`src/cytm_defs.svh`:
```
// Register offsets, field positions, reset values and timing counts of the cycle timer block.
// Assumes a 20 MHz pclk and an APB master with 32-bit data.
// Functional notes
// RULE1: Busy acknowledge sent because receive FIFO overflowed sets status bit 8.
// RULE2: Header CRC error on a possibly addressed packet sets status bit 7.
// RULE3: Invalid transaction code seen by transmitter sets status bit 6.
// RULE4: Cycle longer than 125 us sets bit 5 and drops cycle master.
// RULE5: Every seconds field increment sets status bit 4.
// RULE6: Cycle start packet sent or received sets status bit 3.
// RULE7: Fair gap after a cycle start sets status bit 2.
// RULE8: Writing zero to the cycle done bit changes nothing.
// RULE9: Cycle pending rises when offset becomes zero, holds until cycle ends.
// RULE10: Two rollovers without received cycle start set status bit 0.
// RULE11: Cycle lost is never set while acting as cycle master.
// RULE12: Enable register mirrors status register bit for bit.
// RULE13: Enable one passes status to interrupt; zero blocks, status still set.
// RULE14: Enable bits 21 to 0, all cleared at reset.
// RULE15: Cycle timer counts only while the count enable bit is set.
// RULE16: Disabled cycle timer is plain read/write storage.
// RULE17: Offset field 11..0 counts at 24.576 MHz, host writable.
// RULE18: Cycle number field 24..12 counts at 8 kHz, host writable.
// RULE19: Seconds field 31..25 counts at 1 Hz, host writable.
// RULE20: Host writes one to a status bit to clear it; here bit 1 ignores status writes and clears at cycle end.
// RULE21: Interrupt stays active while any enabled status bit is set.
// RULE22: Offset wraps at 3071, cycle number at 7999, each carrying upward.
`ifndef CYTM_DEFS_SVH
`define CYTM_DEFS_SVH

`define CYTM_OFS_CTRL 12'h004
`define CYTM_OFS_STAT 12'h008
`define CYTM_OFS_IEN 12'h00C
`define CYTM_OFS_TIME 12'h010

`define CYTM_CTRL_CNT_EN 0
`define CYTM_CTRL_MASTER 1
`define CYTM_CTRL_RST 2'h0

`define CYTM_BIT_BUSY 8
`define CYTM_BIT_HDR 7
`define CYTM_BIT_TCODE 6
`define CYTM_BIT_OVR 5
`define CYTM_BIT_SEC 4
`define CYTM_BIT_BEGAN 3
`define CYTM_BIT_DONE 2
`define CYTM_BIT_WAIT 1
`define CYTM_BIT_MISS 0
`define CYTM_STAT_W 9
`define CYTM_STAT_RST 9'h000
`define CYTM_IEN_W 22
`define CYTM_IEN_RST 22'h000000
`define CYTM_TIME_RST 32'h00000000

`define CYTM_OFF_LSB 0
`define CYTM_NUM_LSB 12
`define CYTM_SEC_LSB 25
`define CYTM_OFF_MAX 12'd3071
`define CYTM_NUM_MAX 13'd7999

`define CYTM_CLK_KHZ 20000
`define CYTM_TICK_KHZ 24576
`define CYTM_CLK_NS 50
`define CYTM_OVR_NS 125000
`define CYTM_OVR_CYC (`CYTM_OVR_NS / `CYTM_CLK_NS)

`endif

```
`src/cytm_pkg.sv`:
```
// Types shared by the cycle timer block and its surroundings.
// Assumes the constants header is compiled alongside.
package cytm_pkg;

  // Same-clock event strobes from the link's transmitter and receiver.
  typedef struct packed {
    logic busy_ack_sent;
    logic header_crc_error;
    logic bad_transaction_code;
    logic cycle_start_tx;
    logic cycle_start_rx;
    logic fair_gap;
  } cytm_evt_t;

  typedef struct packed {
    logic [6:0] seconds;
    logic [12:0] number;
    logic [11:0] offset;
  } cytm_time_t;

  typedef enum logic {
    CYTM_IDLE = 1'b0,
    CYTM_RUN = 1'b1
  } cytm_phase_t;

endpackage
```
`src/cytm_events.sv`:
```
// Cycle timer, cycle and packet event status, and interrupt enable, behind an APB slave.
// Assumes event strobes are one-cycle pulses on pclk from the link logic.
//
// The APB register port is this design's own decision.
`timescale 1ns/1ns
`include "cytm_defs.svh"

module cytm_events (
  input wire logic pclk,
  input wire logic presetn,
  input wire logic psel,
  input wire logic penable,
  input wire logic pwrite,
  input wire logic [11:0] paddr,
  input wire logic [31:0] pwdata,
  output logic [31:0] prdata,
  output logic pready,
  output logic pslverr,
  input wire cytm_pkg::cytm_evt_t evt,
  output logic cycle_master,
  output logic irq_n
);
  import cytm_pkg::*;

  // ********************************
  // Bus decode
  // ********************************
  logic pready_r;
  logic pslverr_r;
  logic [31:0] prdata_r;
  logic [1:0] ctrl_r;
  logic [`CYTM_STAT_W-1:0] stat_r;
  logic [`CYTM_IEN_W-1:0] ien_r;
  cytm_time_t time_r;
  logic irq_n_r;

  wire logic sel_ctrl;
  wire logic sel_stat;
  wire logic sel_ien;
  wire logic sel_time;
  wire logic mapped;
  wire logic acc_done;
  wire logic wr_en;
  wire logic setup;
  wire logic [31:0] rd_val;

  // One compare serves every register select, so all offsets decode alike.
  function automatic logic ofs_hit(input logic [11:0] addr, input logic [11:0] ofs);
    return (addr == ofs);
  endfunction

  assign sel_ctrl = ofs_hit(paddr, `CYTM_OFS_CTRL);
  assign sel_stat = ofs_hit(paddr, `CYTM_OFS_STAT);
  assign sel_ien = ofs_hit(paddr, `CYTM_OFS_IEN);
  assign sel_time = ofs_hit(paddr, `CYTM_OFS_TIME);
  assign mapped = sel_ctrl | sel_stat | sel_ien | sel_time;
  assign setup = psel & ~penable & ~pready_r;
  assign acc_done = psel & penable & pready_r;
  assign wr_en = acc_done & pwrite & mapped;

  assign rd_val = sel_ctrl ? {30'h0, ctrl_r} :
                  sel_stat ? {23'h0, stat_r} :
                  sel_ien ? {10'h0, ien_r} :
                  sel_time ? time_r : 32'h00000000;

  wire logic pready_nxt;
  wire logic pslverr_nxt;
  wire logic [31:0] prdata_nxt;

  // The answer comes one cycle after setup, so pready is always a flop.
  assign pready_nxt = setup;
  assign pslverr_nxt = setup & ~mapped;
  // Read data is zero outside the answer cycle, so a stale word never stays on the bus.
  assign prdata_nxt = (setup & ~pwrite) ? rd_val : 32'h00000000;

  always_ff @(posedge pclk or negedge presetn) begin
    if (!presetn) begin
      pready_r <= 1'b0;
    end else begin
      pready_r <= pready_nxt;
    end
  end

  always_ff @(posedge pclk or negedge presetn) begin
    if (!presetn) begin
      pslverr_r <= 1'b0;
    end else begin
      pslverr_r <= pslverr_nxt;
    end
  end

  always_ff @(posedge pclk or negedge presetn) begin
    if (!presetn) begin
      prdata_r <= 32'h00000000;
    end else begin
      prdata_r <= prdata_nxt;
    end
  end

  // ********************************
  // Control register
  // ********************************
  wire logic cnt_en;
  wire logic ovr_evt;
  wire logic [1:0] ctrl_nxt;

  assign cnt_en = ctrl_r[`CYTM_CTRL_CNT_EN];
  // RULE4: overrun drops master.
  // The hardware drop wins over a host set in the same cycle, so a bad cycle always ends mastering.
  assign ctrl_nxt[`CYTM_CTRL_CNT_EN] = (wr_en & sel_ctrl) ? pwdata[`CYTM_CTRL_CNT_EN] : cnt_en;
  assign ctrl_nxt[`CYTM_CTRL_MASTER] = ~ovr_evt &
    ((wr_en & sel_ctrl) ? pwdata[`CYTM_CTRL_MASTER] : ctrl_r[`CYTM_CTRL_MASTER]);

  always_ff @(posedge pclk or negedge presetn) begin
    if (!presetn) begin
      ctrl_r <= `CYTM_CTRL_RST;
    end else begin
      ctrl_r <= ctrl_nxt;
    end
  end

  // ********************************
  // Cycle timer
  // ********************************
  // The offset ticks at 24.576 MHz from a 20 MHz clock, so a phase accumulator
  // advances it by one or two per clock; the average rate is exact.
  logic [15:0] phase_r;
  wire logic [15:0] phase_sum;
  wire logic two_step;
  wire logic [15:0] phase_nxt;
  wire logic [12:0] off_sum;
  wire logic off_wrap;
  wire logic [11:0] off_cnt;
  wire logic num_wrap;
  wire logic [12:0] num_cnt;
  wire logic [6:0] sec_cnt;
  wire logic sec_inc;
  wire logic roll;
  wire logic host_zero;
  wire logic time_wr;
  cytm_time_t time_nxt;

  assign phase_sum = phase_r + 16'(`CYTM_TICK_KHZ - `CYTM_CLK_KHZ);
  assign two_step = (phase_sum >= 16'(`CYTM_CLK_KHZ));
  assign phase_nxt = two_step ? (phase_sum - 16'(`CYTM_CLK_KHZ)) : phase_sum;

  // RULE17: offset rate.
  assign off_sum = {1'b0, time_r.offset} + (two_step ? 13'd2 : 13'd1);
  // RULE22: wrap and carry.
  assign off_wrap = (off_sum > {1'b0, `CYTM_OFF_MAX});
  assign off_cnt = off_wrap ? 12'(off_sum - 13'd3072) : off_sum[11:0];
  assign num_wrap = off_wrap & (time_r.number == `CYTM_NUM_MAX);
  // RULE18: cycle number rate.
  assign num_cnt = num_wrap ? 13'd0 : (off_wrap ? time_r.number + 13'd1 : time_r.number);
  // RULE19: seconds rate.
  assign sec_cnt = num_wrap ? time_r.seconds + 7'd1 : time_r.seconds;

  // A host write replaces the count, so no carry event is raised in that cycle.
  assign time_wr = wr_en & sel_time;
  // RULE15: counting gated.
  assign roll = cnt_en & off_wrap & ~time_wr;
  assign sec_inc = cnt_en & num_wrap & ~time_wr;
  assign host_zero = time_wr & (pwdata[11:0] == 12'h000);

  // RULE16: plain storage.
  // A host write wins over counting; otherwise the timer holds while disabled.
  always_comb begin
    time_nxt = time_r;
    if (wr_en & sel_time) begin
      time_nxt = pwdata;
    end else if (cnt_en) begin
      time_nxt.offset = off_cnt;
      time_nxt.number = num_cnt;
      time_nxt.seconds = sec_cnt;
    end
  end

  always_ff @(posedge pclk or negedge presetn) begin
    if (!presetn) begin
      time_r <= `CYTM_TIME_RST;
    end else begin
      time_r <= time_nxt;
    end
  end

  // The accumulator only moves while counting, so a paused timer resumes at the same phase.
  // It restarts only at reset; a host write to the timer does not realign it.
  always_ff @(posedge pclk or negedge presetn) begin
    if (!presetn) begin
      phase_r <= 16'h0000;
    end else begin
      phase_r <= cnt_en ? phase_nxt : phase_r;
    end
  end

  // ********************************
  // Cycle tracking
  // ********************************
  cytm_phase_t phase_st_r;
  cytm_phase_t phase_st_nxt;
  logic [11:0] ovr_cnt_r;
  logic ovr_seen_r;
  logic miss_cnt_r;
  wire logic cyc_start;
  wire logic cyc_end;

  assign cyc_start = evt.cycle_start_tx | evt.cycle_start_rx;
  assign cyc_end = (phase_st_r == CYTM_RUN) & evt.fair_gap;
  // RULE4: timeout detect.
  assign ovr_evt = (phase_st_r == CYTM_RUN) & ~ovr_seen_r &
                   (ovr_cnt_r == 12'(`CYTM_OVR_CYC));

  always_comb begin
    phase_st_nxt = phase_st_r;
    unique case (phase_st_r)
      CYTM_IDLE: begin
        if (cyc_start) begin
          phase_st_nxt = CYTM_RUN;
        end
      end
      CYTM_RUN: begin
        if (evt.fair_gap) begin
          phase_st_nxt = CYTM_IDLE;
        end
      end
    endcase
  end

  wire logic [11:0] ovr_cnt_nxt;
  wire logic ovr_seen_nxt;
  wire logic ovr_run;

  // The length count only runs inside a cycle and stops once an overrun is flagged,
  // so a stuck cycle raises the overrun event exactly once.
  assign ovr_run = (phase_st_nxt == CYTM_RUN) & (phase_st_r == CYTM_RUN) & ~ovr_seen_r;
  assign ovr_cnt_nxt = ovr_run ? (ovr_cnt_r + 12'h001) :
                       ((phase_st_r == CYTM_RUN) ? ovr_cnt_r : 12'h000);
  assign ovr_seen_nxt = (phase_st_nxt == CYTM_RUN) & (ovr_seen_r | ovr_evt);

  always_ff @(posedge pclk or negedge presetn) begin
    if (!presetn) begin
      phase_st_r <= CYTM_IDLE;
    end else begin
      phase_st_r <= phase_st_nxt;
    end
  end

  always_ff @(posedge pclk or negedge presetn) begin
    if (!presetn) begin
      ovr_cnt_r <= 12'h000;
    end else begin
      ovr_cnt_r <= ovr_cnt_nxt;
    end
  end

  always_ff @(posedge pclk or negedge presetn) begin
    if (!presetn) begin
      ovr_seen_r <= 1'b0;
    end else begin
      ovr_seen_r <= ovr_seen_nxt;
    end
  end

  // RULE10: rollover pairing.
  // One pending rollover is remembered; a received cycle start forgets it.
  wire logic miss_evt;
  // RULE11: master blocks loss.
  assign miss_evt = roll & miss_cnt_r & ~ctrl_r[`CYTM_CTRL_MASTER] & ~evt.cycle_start_rx;

  wire logic miss_cnt_nxt;

  // A received start beats a rollover in the same cycle, since the start proves the bus alive.
  assign miss_cnt_nxt = ~evt.cycle_start_rx & (miss_cnt_r | roll);

  always_ff @(posedge pclk or negedge presetn) begin
    if (!presetn) begin
      miss_cnt_r <= 1'b0;
    end else begin
      miss_cnt_r <= miss_cnt_nxt;
    end
  end

  // ********************************
  // Event status
  // ********************************
  logic [`CYTM_STAT_W-1:0] set_v;
  logic [`CYTM_STAT_W-1:0] clr_v;
  logic [`CYTM_STAT_W-1:0] stat_nxt;

  always_comb begin
    set_v = '0;
    // RULE1: busy acknowledge.
    set_v[`CYTM_BIT_BUSY] = evt.busy_ack_sent;
    // RULE2: header CRC.
    set_v[`CYTM_BIT_HDR] = evt.header_crc_error;
    // RULE3: transaction code.
    set_v[`CYTM_BIT_TCODE] = evt.bad_transaction_code;
    set_v[`CYTM_BIT_OVR] = ovr_evt;
    // RULE5: seconds tick.
    set_v[`CYTM_BIT_SEC] = sec_inc;
    // RULE6: cycle began.
    set_v[`CYTM_BIT_BEGAN] = cyc_start;
    // RULE7: cycle finished.
    set_v[`CYTM_BIT_DONE] = cyc_end;
    // RULE9: offset at zero.
    set_v[`CYTM_BIT_WAIT] = roll | host_zero;
    // RULE10: cycle missing.
    set_v[`CYTM_BIT_MISS] = miss_evt;
  end

  // RULE20: write one clears.
  // RULE8: zero has no effect.
  always_comb begin
    clr_v = (wr_en & sel_stat) ? pwdata[`CYTM_STAT_W-1:0] : '0;
    // RULE9: held until cycle end.
    // The pending flag clears with the cycle, not the host, so status writes leave it alone.
    clr_v[`CYTM_BIT_WAIT] = cyc_end;
  end

  // A set in the same cycle as its clear wins, so no event is lost.
  genvar gi;
  generate
    for (gi = 0; gi < `CYTM_STAT_W; gi = gi + 1) begin : g_stat
      assign stat_nxt[gi] = set_v[gi] | (stat_r[gi] & ~clr_v[gi]);
    end
  endgenerate

  always_ff @(posedge pclk or negedge presetn) begin
    if (!presetn) begin
      stat_r <= `CYTM_STAT_RST;
    end else begin
      stat_r <= stat_nxt;
    end
  end

  // ********************************
  // Interrupt enable and output
  // ********************************
  wire logic irq_nxt;

  // RULE12: mirrored layout.
  // RULE13: enable gates interrupt.
  assign irq_nxt = |(stat_r & ien_r[`CYTM_STAT_W-1:0]);

  wire logic [`CYTM_IEN_W-1:0] ien_nxt;

  // Enable bits above the status width are kept so software reads back what it wrote.
  assign ien_nxt = (wr_en & sel_ien) ? pwdata[`CYTM_IEN_W-1:0] : ien_r;

  always_ff @(posedge pclk or negedge presetn) begin
    if (!presetn) begin
      // RULE14: enables cleared.
      ien_r <= `CYTM_IEN_RST;
    end else begin
      ien_r <= ien_nxt;
    end
  end

  // The pin level is stored inverted, so no gate sits between the flop and the pin.
  always_ff @(posedge pclk or negedge presetn) begin
    if (!presetn) begin
      irq_n_r <= 1'b1;
    end else begin
      // RULE21: level interrupt.
      irq_n_r <= ~irq_nxt;
    end
  end

  // ********************************
  // Outputs
  // ********************************
  assign prdata = prdata_r;
  assign pready = pready_r;
  assign pslverr = pslverr_r;
  assign cycle_master = ctrl_r[`CYTM_CTRL_MASTER];
  assign irq_n = irq_n_r;

endmodule // cytm_events

```
`config.mk`:
```
export PLATFORM = sky130hd
export DESIGN_NAME = cytm_events
export DESIGN_NICKNAME = d
export VERILOG_FILES = /design/src/cytm_pkg.sv /design/src/cytm_events.sv
export VERILOG_INCLUDE_DIRS = /design/src
export SDC_FILE = /design/constraint.sdc
export NUM_CORES = 1
export LEC_CHECK = 0
export BUFFER_PORTS_ARGS = -buffer_cell sky130_fd_sc_hd__buf_4
export CAP_MARGIN = 20
export CORE_AREA = 2 2 97 146
export DETAILED_ROUTE_END_ITERATION = 10
export DIE_AREA = 0 0 99 148
export GPL_TIMING_DRIVEN = 0
export PLACE_DENSITY = 0.77
export SLEW_MARGIN = 20
export SYNTH_ARGS = -nofsm -noshare
export SYNTH_HDL_FRONTEND = slang
export SYNTH_SLANG_ARGS = --single-unit
```
`constraint.sdc`:
```
create_clock -name pclk -period 6.48 [get_ports pclk]
set_input_delay 1.296 -clock pclk [delete_from_list [all_inputs] [get_ports pclk]]
set_output_delay 1.296 -clock pclk [all_outputs]
set_load 0.01 [all_outputs]
```
# Yosys cells after proc, flatten, opt, wreduce, memory -nomap -nowiden
# Cells that the tools add are included.
# W data, S select, Z words.
# word_totals
input_bits	55
register_bits	131
wordCells	134
output_inout_bits	36
# classes
eq_ne	7
bitwise_logic	75
reduce_logical	7
n_addsub	7
mux	20
order_cmp	2
# op_table
operator	count
$mux W32	7
$and A1 B1 Y1	38
$mux W12	3
$mux W13	2
$eq A12 B4 Y1 const B	2
$not A1 Y1	20
$add A16 B13 Y16 const B	1
$ge A16 B15 Y1 const B	1
$mux W16	1
$or A1 B1 Y1	16
$sub A16 B15 Y16 const B	1
$add A12 B2 Y13	1
$add A13 B1 Y13 const B	1
$eq A13 B13 Y1 const B	1
$gt A13 B12 Y1 const B	1
$add A12 B1 Y12 const B	1
$eq A12 B12 Y1 const B	1
$eq A12 B3 Y1 const B	1
$eq A12 B5 Y1 const B	1
$logic_not A12 Y1	1
$sub A12 B12 Y12 const B	1
$and A9 B9 Y9	1
$mux W9	1
$reduce_or A9 Y1	1
other kinds (9)	13

# Longest topological paths before layout
# Gate-level depths: netlist (run 1).
# logic_depth
ltp_word	12
ltp_mapped	22
depth_no_buf	17

# Worst setup path after synthesis (run 1)
# Ideal clock, no wire load.
# synth_timing
kind	reg-to-reg
from	reg phase_r[5]
to	reg time_r[18] (netlist bit)
required_time_ns	6.398
period_less_slack_ns	4.856
path_slack_ns	1.624
n_path_buf	4
stages_incl_launch_ff	20
t_arrival_ns	4.774
setup_ns	0.082
path_cell_list	dfrtp_1 -> clkbuf_1 -> inv_1 -> ha_1 -> buf_4 -> or3b_1 -> buf_2 -> or4b_4 -> a21oi_2 -> o21ai_2 -> buf_6 -> and2_4 -> fa_1 -> nor3_1 -> xnor2_1 -> ha_1 -> a31oi_1 -> nand2_1 -> or4_1 -> a31oi_1
# synth_via
elab_chain_len	9
word_cells_on_any_way	11
cone_classes	add/sub (2); order compare (2); mux (4); bitwise (1); reduce/logical (2)
# synth_rtl
item	line_no	source
start, declared	cytm_events.sv:127	logic [15:0] phase_r;
start signal, assigned	cytm_events.sv:192	phase_r <= cnt_en ? phase_nxt : phase_r;
$add A16 B13 Y16 (*)	cytm_events.sv:143	assign phase_sum = phase_r + 16'(`CYTM_TICK_KHZ - `CYTM_CLK_KHZ);
$ge A16 B15 Y1 (*)	cytm_events.sv:144	assign two_step = (phase_sum >= 16'(`CYTM_CLK_KHZ));
$mux W2 (*)	cytm_events.sv:148	assign off_sum = {1'b0, time_r.offset} + (two_step ? 13'd2 : 13'd1);
$add A12 B2 Y13 (*)	cytm_events.sv:148	
$gt A13 B12 Y1 (*)	cytm_events.sv:150	assign off_wrap = (off_sum > {1'b0, `CYTM_OFF_MAX});
$and A1 B1 Y1	cytm_events.sv:152	assign num_wrap = off_wrap & (time_r.number == `CYTM_NUM_MAX);
$mux W13	cytm_events.sv:154	assign num_cnt = num_wrap ? 13'd0 : (off_wrap ? time_r.number + 13'd1 : time_r.number);
$mux W32	cytm_events.sv:171	end else if (cnt_en) begin
$mux W32	cytm_events.sv:169	if (wr_en & sel_time) begin
end signal, assigned	cytm_events.sv:180	time_r <= `CYTM_TIME_RST;
end signal, assigned	cytm_events.sv:182	time_r <= time_nxt;
end, declared	cytm_events.sv:34	cytm_time_t time_r;
# Mark *: on every way between the ends. The rest lies on a longest branch, timed or not. The select of a mux whose other input is x is not followed.
# A chain may end at the register's enable or synchronous reset.

# Worst setup path after layout (run 1)
# Ends and elaborated chain as after synthesis.

==> results of run 1 <==
[cell usage in the layout (no fill, tap or decap), types with 6 or more instances in the layout]
master,count
buf_4,90
ha_1,10
nand2_1,63
a21o_1,7
inv_1,14
nand4_1,14
nand3_1,20
and3_1,10
xor2_1,20
a22oi_1,18
clkbuf_16,17
nor2_1,65
mux2i_1,14
a21oi_1,21
dfrtp_1,125
a31oi_1,13
mux2_2,24
or3_1,6
o21ai_0,38
nor3_1,13
nor4_1,8
xnor2_1,25
clkbuf_1,20
and2_1,26
[path summary, 6_finish.rpt]
check / from / end / slack [ps] / cells after the start
setup / recovery: phase_r[5] / time_r[18] / 660 / 21
min in group asynchronous: presetn / phase_r[7] / 870 / 2
setup reg to reg: phase_r[5] / time_r[18] / 660 / 21
hold reg to reg: stat_r[5] / irq_n / 460 / 1
hold / removal: stat_r[5] / irq_n / 460 / 1
max in group asynchronous: presetn / ien_r[14] / 5010 / 3
[registers in the layout, summed over array words and instances (netlist names)]
| name | count |
|---|---|
| irq_n | 1 |
| ctrl_r | 2 |
| ovr_cnt_r | 12 |
| phase_st_r | 1 |
| time_r | 32 |
| pslverr | 1 |
| phase_r | 11 |
| pready | 1 |
| ovr_seen_r | 1 |
| ien_r | 22 |
| stat_r | 9 |
| miss_cnt_r | 1 |
| prdata | 32 |
[area by class of cell]
type / instances / area (sq um) / area share, %
buffer: 31 / 141 / 1.73
clock buffer: 20 / 467 / 5.73
clock inverter: 12 / 160 / 1.97
inverter: 14 / 52.6 / 0.645
multi-input combinational: 495 / 3240 / 39.7
sequential: 126 / 3150 / 38.7
tap: 162 / 203 / 2.49
timing repair buffer: 92 / 734 / 9.01
[Yosys cell counts (4+ instances only)]
master,instances,area [sq um]
nor2_1,65,244
mux2_2,24,270
and3_1,10,62.6
o21a_1,4,30.0
nor3_1,13,65.1
clkbuf_1,20,75.1
a31oi_1,13,81.3
inv_1,14,52.6
nand3b_1,5,37.5
a22oi_1,18,135
mux2i_1,14,140
and2_1,26,163
o21ai_0,38,190
dfrtp_1,125,3130
nand2_1,63,236
xnor2_1,25,219
or3_1,6,37.5
a221oi_1,4,35.0
a21o_1,7,52.6
nand3_1,20,100
xor2_1,20,175
buf_2,5,25.0
nand4_1,14,87.6
a21oi_1,21,105
nor4_1,8,50.1
a211oi_1,5,37.5
ha_1,10,125
[stage by stage]
step / utilization [%] / setup slack, ps / area [sq um]
6_report: 61.1 / 661 / 8150
5_1_grt: 61.1 / 246 / 8150
4_1_cts: 61.1 / 766 / 8150
3_5_place_dp: 56.4 / 768 / 7520
3_3_place_gp: 56.0 / 913 / 7460
2_1_floorplan: - / 1620 / 6590
[critical path: stages (launching register included)]
cell and delay, ps:
dfrtp_1 390, clkbuf_1 190, inv_1 140, ha_1 170, buf_4 160, or3b_1 340
buf_2 170, mux2i_1 280, a21oi_2 120, o21ai_2 160, buf_6 150, and2_4 190
ha_1 200, inv_1 60, fa_1 430, nor3_1 560, xnor2_1 130, ha_1 230
a31oi_1 510, nand2_1 370, or4_1 570, a31oi_1 180
[kinds of logic after synthesis]
| family | count (synthesis) | share of synthesized area, % |
|---|---|---|
| simple gates | 261 | 20.6 |
| flops | 126 | 47.9 |
| mux | 39 | 6.40 |
| compound gates | 139 | 14.0 |
| xor+xnor | 45 | 5.98 |
| buf+inv | 45 | 2.94 |
| fa+ha+maj | 11 | 2.20 |
[power by group through the flow]
stage,sequential [mW],clock [mW],combinational [mW]
floorplan,0.813,0,0.0430
global placement,0.814,0,0.100
detailed placement,0.815,0,0.109
CTS,0.801,1.01,0.109
global route,0.802,1.04,0.121
finish,0.802,0.999,0.109
[per-layer routing]
layer  share of wire [%]  vias to the layer above  GRT usage, %  wire (microns)
li1                    -                     2613             -               -
met1                  37                     2788          27.9            6580
met2                  54                      210          43.4            9420
met3                 4.9                       61          4.68             853
met4                 4.2                        0          15.3             735
met5                   0                        -             0               0
==> metrics.cfg, run 1 <==
[timing]
hold_viol_final=0
setup_viol=0
fmax_mhz=172
whs_ps=459
timing.final.crit_share_pct=89.8
rsz0062_at_grt=false
max_slew_margin_pct=31.6
fin_setup_tns_ps=0
finClkSkew_ps=7.03
timing.final.max_slew_violations=0
worst_pin_slew_ps=1020
final.min_clock_period_ps=5820

[clock_network]
cts_buffers=17
clock_latency_ps=420
ctsResizeCount=0
clkSinkCount=126
clkTransAtPathRegs_ps=60
h-tree-depth=4
clk_path_buf_depth=2
cts_tree=done
cts_setup_buffers=0
cts_hold_buffers=0
cts_root_buffer=clkbuf_16

[setup_path]
cp_max_fo=10
worstPathRequired_ps=6820
endpoint_kind=flop
worstSetupPathType=flop to flop
cp-start-kind=flop
arrival_ps=6160

[pwr]
pwr_density_cell_nw_per_um2=234
clkPwrFrac_pct=52.3
total_power_mw=1.91
pwr-share-seq_pct=42.0
power.internal_mw=1.48
switching_share_pct=22.6
vdd.ir_drop.worst_uv=156
p_sw_mw=0.431
p_leak_nw=3.59
pwr-share-comb_pct=5.7

[cells_and_area]
drive_gt1_share_pct=22.2
antenna_cells=0
fill_cells=1085
final_nets=843
area_delta_synth_final_pct=23.7
fin_cells=952

[floorplanning]
rows=52
die_area_sq_um=14700
die_width_microns=99
die_height_microns=148
coreArea_sq_um=13300
initial_core_util_pct=49.4
ios=91

[routing]
ant_nets=0
wl_mm=17.6
drtIter0Drc=468
wl_per_cell_microns=18.5
drtPass1Iterations=6
drc=0
vias_per_cell=5.96
via_count=5672

[placement]
port_buffers=90
gp_congestion=0.930
dp_hpwl_mm=12.8
dpl.cell_count=920

[global_route]
grt_usage_pct=25.0
grt_pass1_vias=5973
grt_overflow=0
antenna_found_initial=0
grt_max_degree=82
grt_first_pass_wirelength_mm=29.0

[synth]
synth_cell_types=75
postSynth.asyncResetShare_pct=100
avgSynthCellArea_sq_um=9.89
synth_ff_type=dfrtp_1
synth_cells=666
synth_area_sq_um=6590
synth_nets=732
synth_edf_count=0
yosysWarnings=0
ys_seq_elements=126
seq_area_frac_synth_pct=47.9

[job]
max_cap_violations=0

[outcome]
status=finished clean

[hold_path]
hp-class=flop to flop

Power figures use the tool's default switching activity.
==> run 2: changes to the inputs <==
--- a/config.mk
+++ b/config.mk
@@ -9,11 +9,11 @@
 export BUFFER_PORTS_ARGS = -buffer_cell sky130_fd_sc_hd__buf_4
 export CAP_MARGIN = 20
 export CORE_AREA = 2 2 97 146
+export CTS_BUF_LIST = sky130_fd_sc_hd__clkbuf_2
 export DETAILED_ROUTE_END_ITERATION = 10
 export DIE_AREA = 0 0 99 148
 export GPL_TIMING_DRIVEN = 0
 export PLACE_DENSITY = 0.77
-export SLEW_MARGIN = 20
 export SYNTH_ARGS = -nofsm -noshare
 export SYNTH_HDL_FRONTEND = slang
 export SYNTH_SLANG_ARGS = --single-unit
==> run 2 against run 1 <==
Sequential power hardly changed; clock power is 50% lower; die area stayed put; count of clock-buffer cells in the layout is 3 lower; critical path depth is 1 lower; sequential cell count stayed put; setup slack worse by 90 ps; fmax is 1.5% lower; cell count stayed put.
==> metrics.cfg, run 2 (synthesis gave the netlist of run 1 again) <==
[clock_network]
cts_setup_buffers=0  ; unchanged
cts_hold_buffers=0  ; unchanged
ctsResizeCount=0  ; unchanged
cts_tree=done
cts_buffers=17  ; unchanged
clkSinkCount=126  ; unchanged
clkTransAtPathRegs_ps=210  ; +150 ps
h-tree-depth=4  ; unchanged
clock_latency_ps=700  ; +280 ps
clk_path_buf_depth=2  ; unchanged
cts_root_buffer=clkbuf_2

[routing]
wl_mm=17.3  ; -1.8%
via_count=5660  ; -0.21%
drtPass1Iterations=7  ; +1
wl_per_cell_microns=18.1  ; -1.8%
drc=0  ; unchanged
ant_nets=0  ; unchanged
drtIter0Drc=464  ; -0.85%
vias_per_cell=5.95  ; -0.21%

[setup_path]
worstPathRequired_ps=7020  ; +200 ps
path_cells=clkbuf_1, inv_1, ha_1, buf_4, or3b_1, buf_2, or4b_4, a21oi_2, o21ai_2, buf_6, and2_4, fa_1, nor3_1, xnor2_1, ha_1, a31oi_1, nand2_1, clkbuf_1, o21ai_0, a31oi_1
reg2reg_slack_ps=570  ; -90 ps
slowest_delay_ps=570  ; about the same
cp-start-kind=flop
worstSetupPathType=flop to flop
endpoint_kind=flop
r2r_cells=20  ; -4.8%
crit_buf_inv=6  ; unchanged
critPathTopFamily=simple AND/OR/NAND/NOR gates
arrival_ps=6450  ; +290 ps
reg2reg_to=time_r[17]
cp_slowest_cell=nor3_1
cp_max_fo=10  ; unchanged
reg2reg_from=phase_r[5]

[global_route]
grt_first_pass_wirelength_mm=28.1  ; -3.0%
grt_overflow=0  ; unchanged
grt_usage_pct=24.1  ; -0.91 points
grt_pass1_vias=5838  ; -2.3%
grt_max_degree=90  ; +9.8%
antenna_found_initial=1  ; +1

[cells_and_area]
final_common_cell=dfrtp_1
final_cell_mix=125 x dfrtp_1, 90 x buf_4, 65 x nor2_1
drive_gt1_share_pct=21.9  ; -0.23 points
area_delta_synth_final_pct=17.6
stdcell_area_sq_um=7750  ; -4.9%
fin_cells=952  ; unchanged
final_util_pct=58.1  ; -3.0 points
final_nets=842  ; -0.12%

[floorplanning]
die_height_microns=148  ; unchanged
initial_core_util_pct=49.4  ; unchanged
coreArea_sq_um=13300  ; unchanged
die_area_sq_um=14700  ; unchanged
rows=52  ; unchanged
ios=91  ; unchanged
die_width_microns=99  ; unchanged

[timing]
worst_pin_slew_ps=1050  ; +32.1 ps
final.min_clock_period_ps=5910  ; +90.0 ps
rsz0062_at_grt=false
fin_ws_ps=571  ; -90.0 ps
setup_viol=0  ; unchanged
fmax_mhz=169  ; -1.5%
finClkSkew_ps=32.6  ; +25.6 ps
whs_ps=455  ; -4.11 ps
max_slew_margin_pct=29.5  ; -2.2 points
timing.final.crit_share_pct=91.2  ; +1.4 points
fin_setup_tns_ps=0  ; unchanged
timing.final.max_slew_violations=0  ; unchanged
hold_viol_final=0  ; unchanged

[pwr]
p_leak_nw=3.41  ; -5.1%
pwr_density_cell_nw_per_um2=182  ; -22%
vdd.ir_drop.worst_uv=171  ; +10%
total_power_mw=1.41  ; -26%

[placement]
gp_congestion=0.930  ; unchanged
dp_hpwl_mm=12.7  ; -0.55%
port_buffers=90  ; unchanged
dp_slack_ps=790  ; +21.4 ps
dpl.cell_count=919  ; -0.11%
placed_cell_area_sq_um=7500  ; -0.37%

[hold_path]
hp-class=input port to async pin

[job]
max_cap_violations=0  ; unchanged

[outcome]
status=finished clean

-- run 2: changes by cell type in the layout (fill, tap and decap cells not counted), sizes merged --
cell and delta:
bufinv -1, buf -1, clkinvlp +3, inv +2, diode +1, clkinv -1, clkbuf -3
-- run 2: how the worst max path moves through the flow --
stage                     cells after the start  slack (ps)  startpoint          to
after global routing                         22         230  phase_r[5]  time_r[22]
after floorplan                              19        1620  phase_r[5]  time_r[18]
after CTS                                    20         720  phase_r[5]  time_r[17]
final                                        20         570  phase_r[5]  time_r[17]
after global placement                       20         910  phase_r[5]  time_r[22]
after detailed placement                     19         790  phase_r[5]  time_r[18]
-- run 2: routing by layer --
metal / track usage (%) / vias up / wire, microns
met1: 27.2 / 2795 / 6480
li1: - / 2605 / -
met5: 0 / - / 0
met2: 42.5 / 210 / 9260
met3: 4.92 / 50 / 890
met4: 12.2 / 0 / 625
-- run 2: layout make-up --
type,instances,area [sq um]
Fill cell,1148,5590
Multi-Input combinational cell,495,3240
Sequential cell,126,3150
Timing Repair Buffer,91,707
Tap cell,162,203
Clock inverter,15,164
Buffer,31,141
Clock buffer,17,85.1
Inverter,14,52.6
Antenna cell,1,2.50
-- run 2: power by group --
group	internal, mW	total [mW]	switching (mW)
Clock	0.181	0.502	0.321
Sequential	0.794	0.801	0.00789
Combinational	0.0452	0.107	0.0613
-- run 2: worst reg2reg max path, stage by stage (launching register included) --
cell      delay, ps
dfrtp_1         440
clkbuf_1        190
inv_1           140
ha_1            170
buf_4           160
or3b_1          340
buf_2           170
or4b_4          510
a21oi_2         210
o21ai_2          80
buf_6           160
and2_4          180
fa_1            460
nor3_1          570
xnor2_1         140
ha_1            230
a31oi_1         510
nand2_1         380
clkbuf_1        330
o21ai_0         260
a31oi_1         130
==> run 3: changes to the inputs <==
==> constraint.sdc (replaced) <==
create_clock -name pclk -period 5.62 [get_ports pclk]
set_input_delay 1.124 -clock pclk [delete_from_list [all_inputs] [get_ports pclk]]
set_output_delay 1.124 -clock pclk [all_outputs]
set_load 0.01 [all_outputs]
==> run 3 against run 2 <==
Via count up 0.90%; sequential cell count unchanged; combinational power increased by 19%; non-clock buffer count up 2; core utilization rose by 0.41 points; register-to-register slack got worse by 270 ps; fmax rose by 11%; sequential power increased by 15%; critical path type unchanged; largest power group unchanged.
==> metrics.cfg, run 3 (synthesis gave the netlist of run 1 again) <==
[outcome]
status=finished clean

[timing]
setup_viol=0  ; unchanged
finClkSkew_ps=33.6  ; +0.963 ps
fin_setup_tns_ps=0  ; unchanged
final.min_clock_period_ps=5320  ; -586 ps
rsz0062_at_grt=false
hold_viol_final=0  ; unchanged
timing.final.max_slew_violations=0  ; unchanged
fmax_mhz=188  ; +11%
timing.final.crit_share_pct=94.7  ; +3.5 points
worst_pin_slew_ps=1020  ; -25.6 ps
max_slew_margin_pct=31.2  ; +1.7 points

[pwr]
vdd.ir_drop.worst_uv=197  ; +15%
total_power_mw=1.63  ; +16%
p_leak_nw=3.43  ; +0.51%
pwr_density_cell_nw_per_um2=209  ; +15%

[setup_path]
reg2reg_from=phase_r[5]
r2r_cells=21  ; +5.0%
reg2reg_to=time_r[17]
cp-start-kind=flop
arrival_ps=5920  ; -530 ps
reg2reg_slack_ps=300  ; -270 ps
worstPathRequired_ps=6220  ; -800 ps
cp_max_fo=10  ; unchanged
endpoint_kind=flop
worstSetupPathType=flop to flop

[floorplanning]
coreArea_sq_um=13300  ; unchanged
die_height_microns=148  ; unchanged
die_area_sq_um=14700  ; unchanged
die_width_microns=99  ; unchanged
initial_core_util_pct=49.4  ; unchanged
ios=91  ; unchanged
rows=52  ; unchanged

[placement]
port_buffers=90  ; unchanged
gp_congestion=0.930  ; unchanged
dpl.cell_count=919  ; unchanged
dp_hpwl_mm=12.7  ; unchanged

[routing]
wl_mm=17.3  ; +0.24%
via_count=5711  ; +0.90%
drtPass1Iterations=7  ; unchanged
met1_length_mm=6.40  ; -1.3%
dr.max_layer_used=met4
drtIter0Drc=457  ; -1.5%
wl_met2_mm=9.28  ; +0.27%
vias_per_cell=5.99  ; +0.69%
ant_nets=0  ; unchanged
wl_met3_microns=927  ; +4.2%
drc=0  ; unchanged
wl_per_cell_microns=18.1  ; about the same

[clock_network]
clk_path_buf_depth=2  ; unchanged
cts_buffers=17  ; unchanged
cts_root_buffer=clkbuf_2
cts_tree=done
h-tree-depth=4  ; unchanged
clkSinkCount=126  ; unchanged
clock_latency_ps=700  ; about the same
clkTransAtPathRegs_ps=210  ; about the same
cts_hold_buffers=0  ; unchanged

[global_route]
grt_first_pass_wirelength_mm=28.2  ; about the same
antenna_found_initial=1  ; unchanged
grt_overflow=0  ; unchanged
grt_pass1_vias=5841  ; +0.051%
grt_max_degree=90  ; unchanged
grt_usage_pct=24.1  ; about the same

[cells_and_area]
fill_cells=1145  ; -0.26%
area_delta_synth_final_pct=18.5
final_common_cell=dfrtp_1
fin_cells=954  ; +0.21%
drive_gt1_share_pct=22.8  ; +0.83 points
final_nets=844  ; +0.24%
final_cell_mix=125 x dfrtp_1, 92 x buf_4, 64 x nor2_1

[hold_path]
hp-class=input port to async pin

[job]
max_cap_violations=0  ; unchanged

[run 3: area by class of cell]
type / instances / area (sq um) / share of cell area [%]
clock buffer: 17 / 85.1 / 1.09
buffer: 31 / 143 / 1.83
antenna: 1 / 2.50 / 0.0321
timing repair buffer: 93 / 722 / 9.25
inverter: 14 / 52.6 / 0.674
sequential: 126 / 3150 / 40.4
multi-input combinational: 495 / 3280 / 42.0
clock inverter: 15 / 164 / 2.10
tap: 162 / 203 / 2.60
[run 3: per-stage QoR]
step	instance area (sq um)	utilization, %	hold slack [ps]	setup WS [ps]
after global routing	7800	58.5	262	21.7
after global placement	7460	56.0	434	53.5
after detailed placement	7500	56.2	453	-70.2
after CTS	7750	58.1	240	41.8
final	7800	58.5	278	298
after floorplan	6590	-	411	764
[run 3: how the worst max path moves through the flow]
| stage | endpoint | slack (ps) | from |
|---|---|---|---|
| final | time_r[17] | 300 | phase_r[5] |
| after global placement | time_r[22] | 50 | phase_r[5] |
| after floorplan | time_r[18] | 760 | phase_r[5] |
| after global routing | time_r[17] | 20 | phase_r[5] |
| after detailed placement | time_r[18] | -70 | phase_r[5] |
| after CTS | time_r[17] | 40 | phase_r[5] |
[run 3: where the power goes]
| group | internal [mW] | switching, mW | leakage [nW] |
|---|---|---|---|
| clock network | 0.209 | 0.373 | 0.135 |
| registers | 0.915 | 0.00919 | 1.56 |
| logic | 0.0546 | 0.0723 | 1.73 |
| total | 1.18 | 0.454 | 3.43 |
[run 3: per-layer routing]
layer	track usage, %	up-vias
li1	-	2613
met1	27.2	2814
met2	42.5	221
met3	4.92	63
met4	12.2	0
met5	0	-
[run 3: repair_timing]
| item | 4_1_cts | 5_1_grt |
|---|---|---|
| setup buffers | 0 | 2 |
| resized for setup | 1 | 8 |
| setup endpoints to repair | 7 | 17 |
| pin swaps | 0 | 1 |
[run 3: worst max-delay path, cell delays in order (launching register included)]
cell and delay, ps:
dfrtp_1 440, clkbuf_1 190, inv_1 140, ha_1 170, buf_4 160, or3b_1 340
buf_2 170, or4b_4 510, a21oi_2 210, o21ai_2 80, buf_6 160, and2_4 180
ha_1 220, inv_1 80, fa_1 430, nand2b_1 190, nor4_4 280, a21oi_1 190
o22a_1 350, nor2_2 350, nand3b_1 160, a31oi_1 230
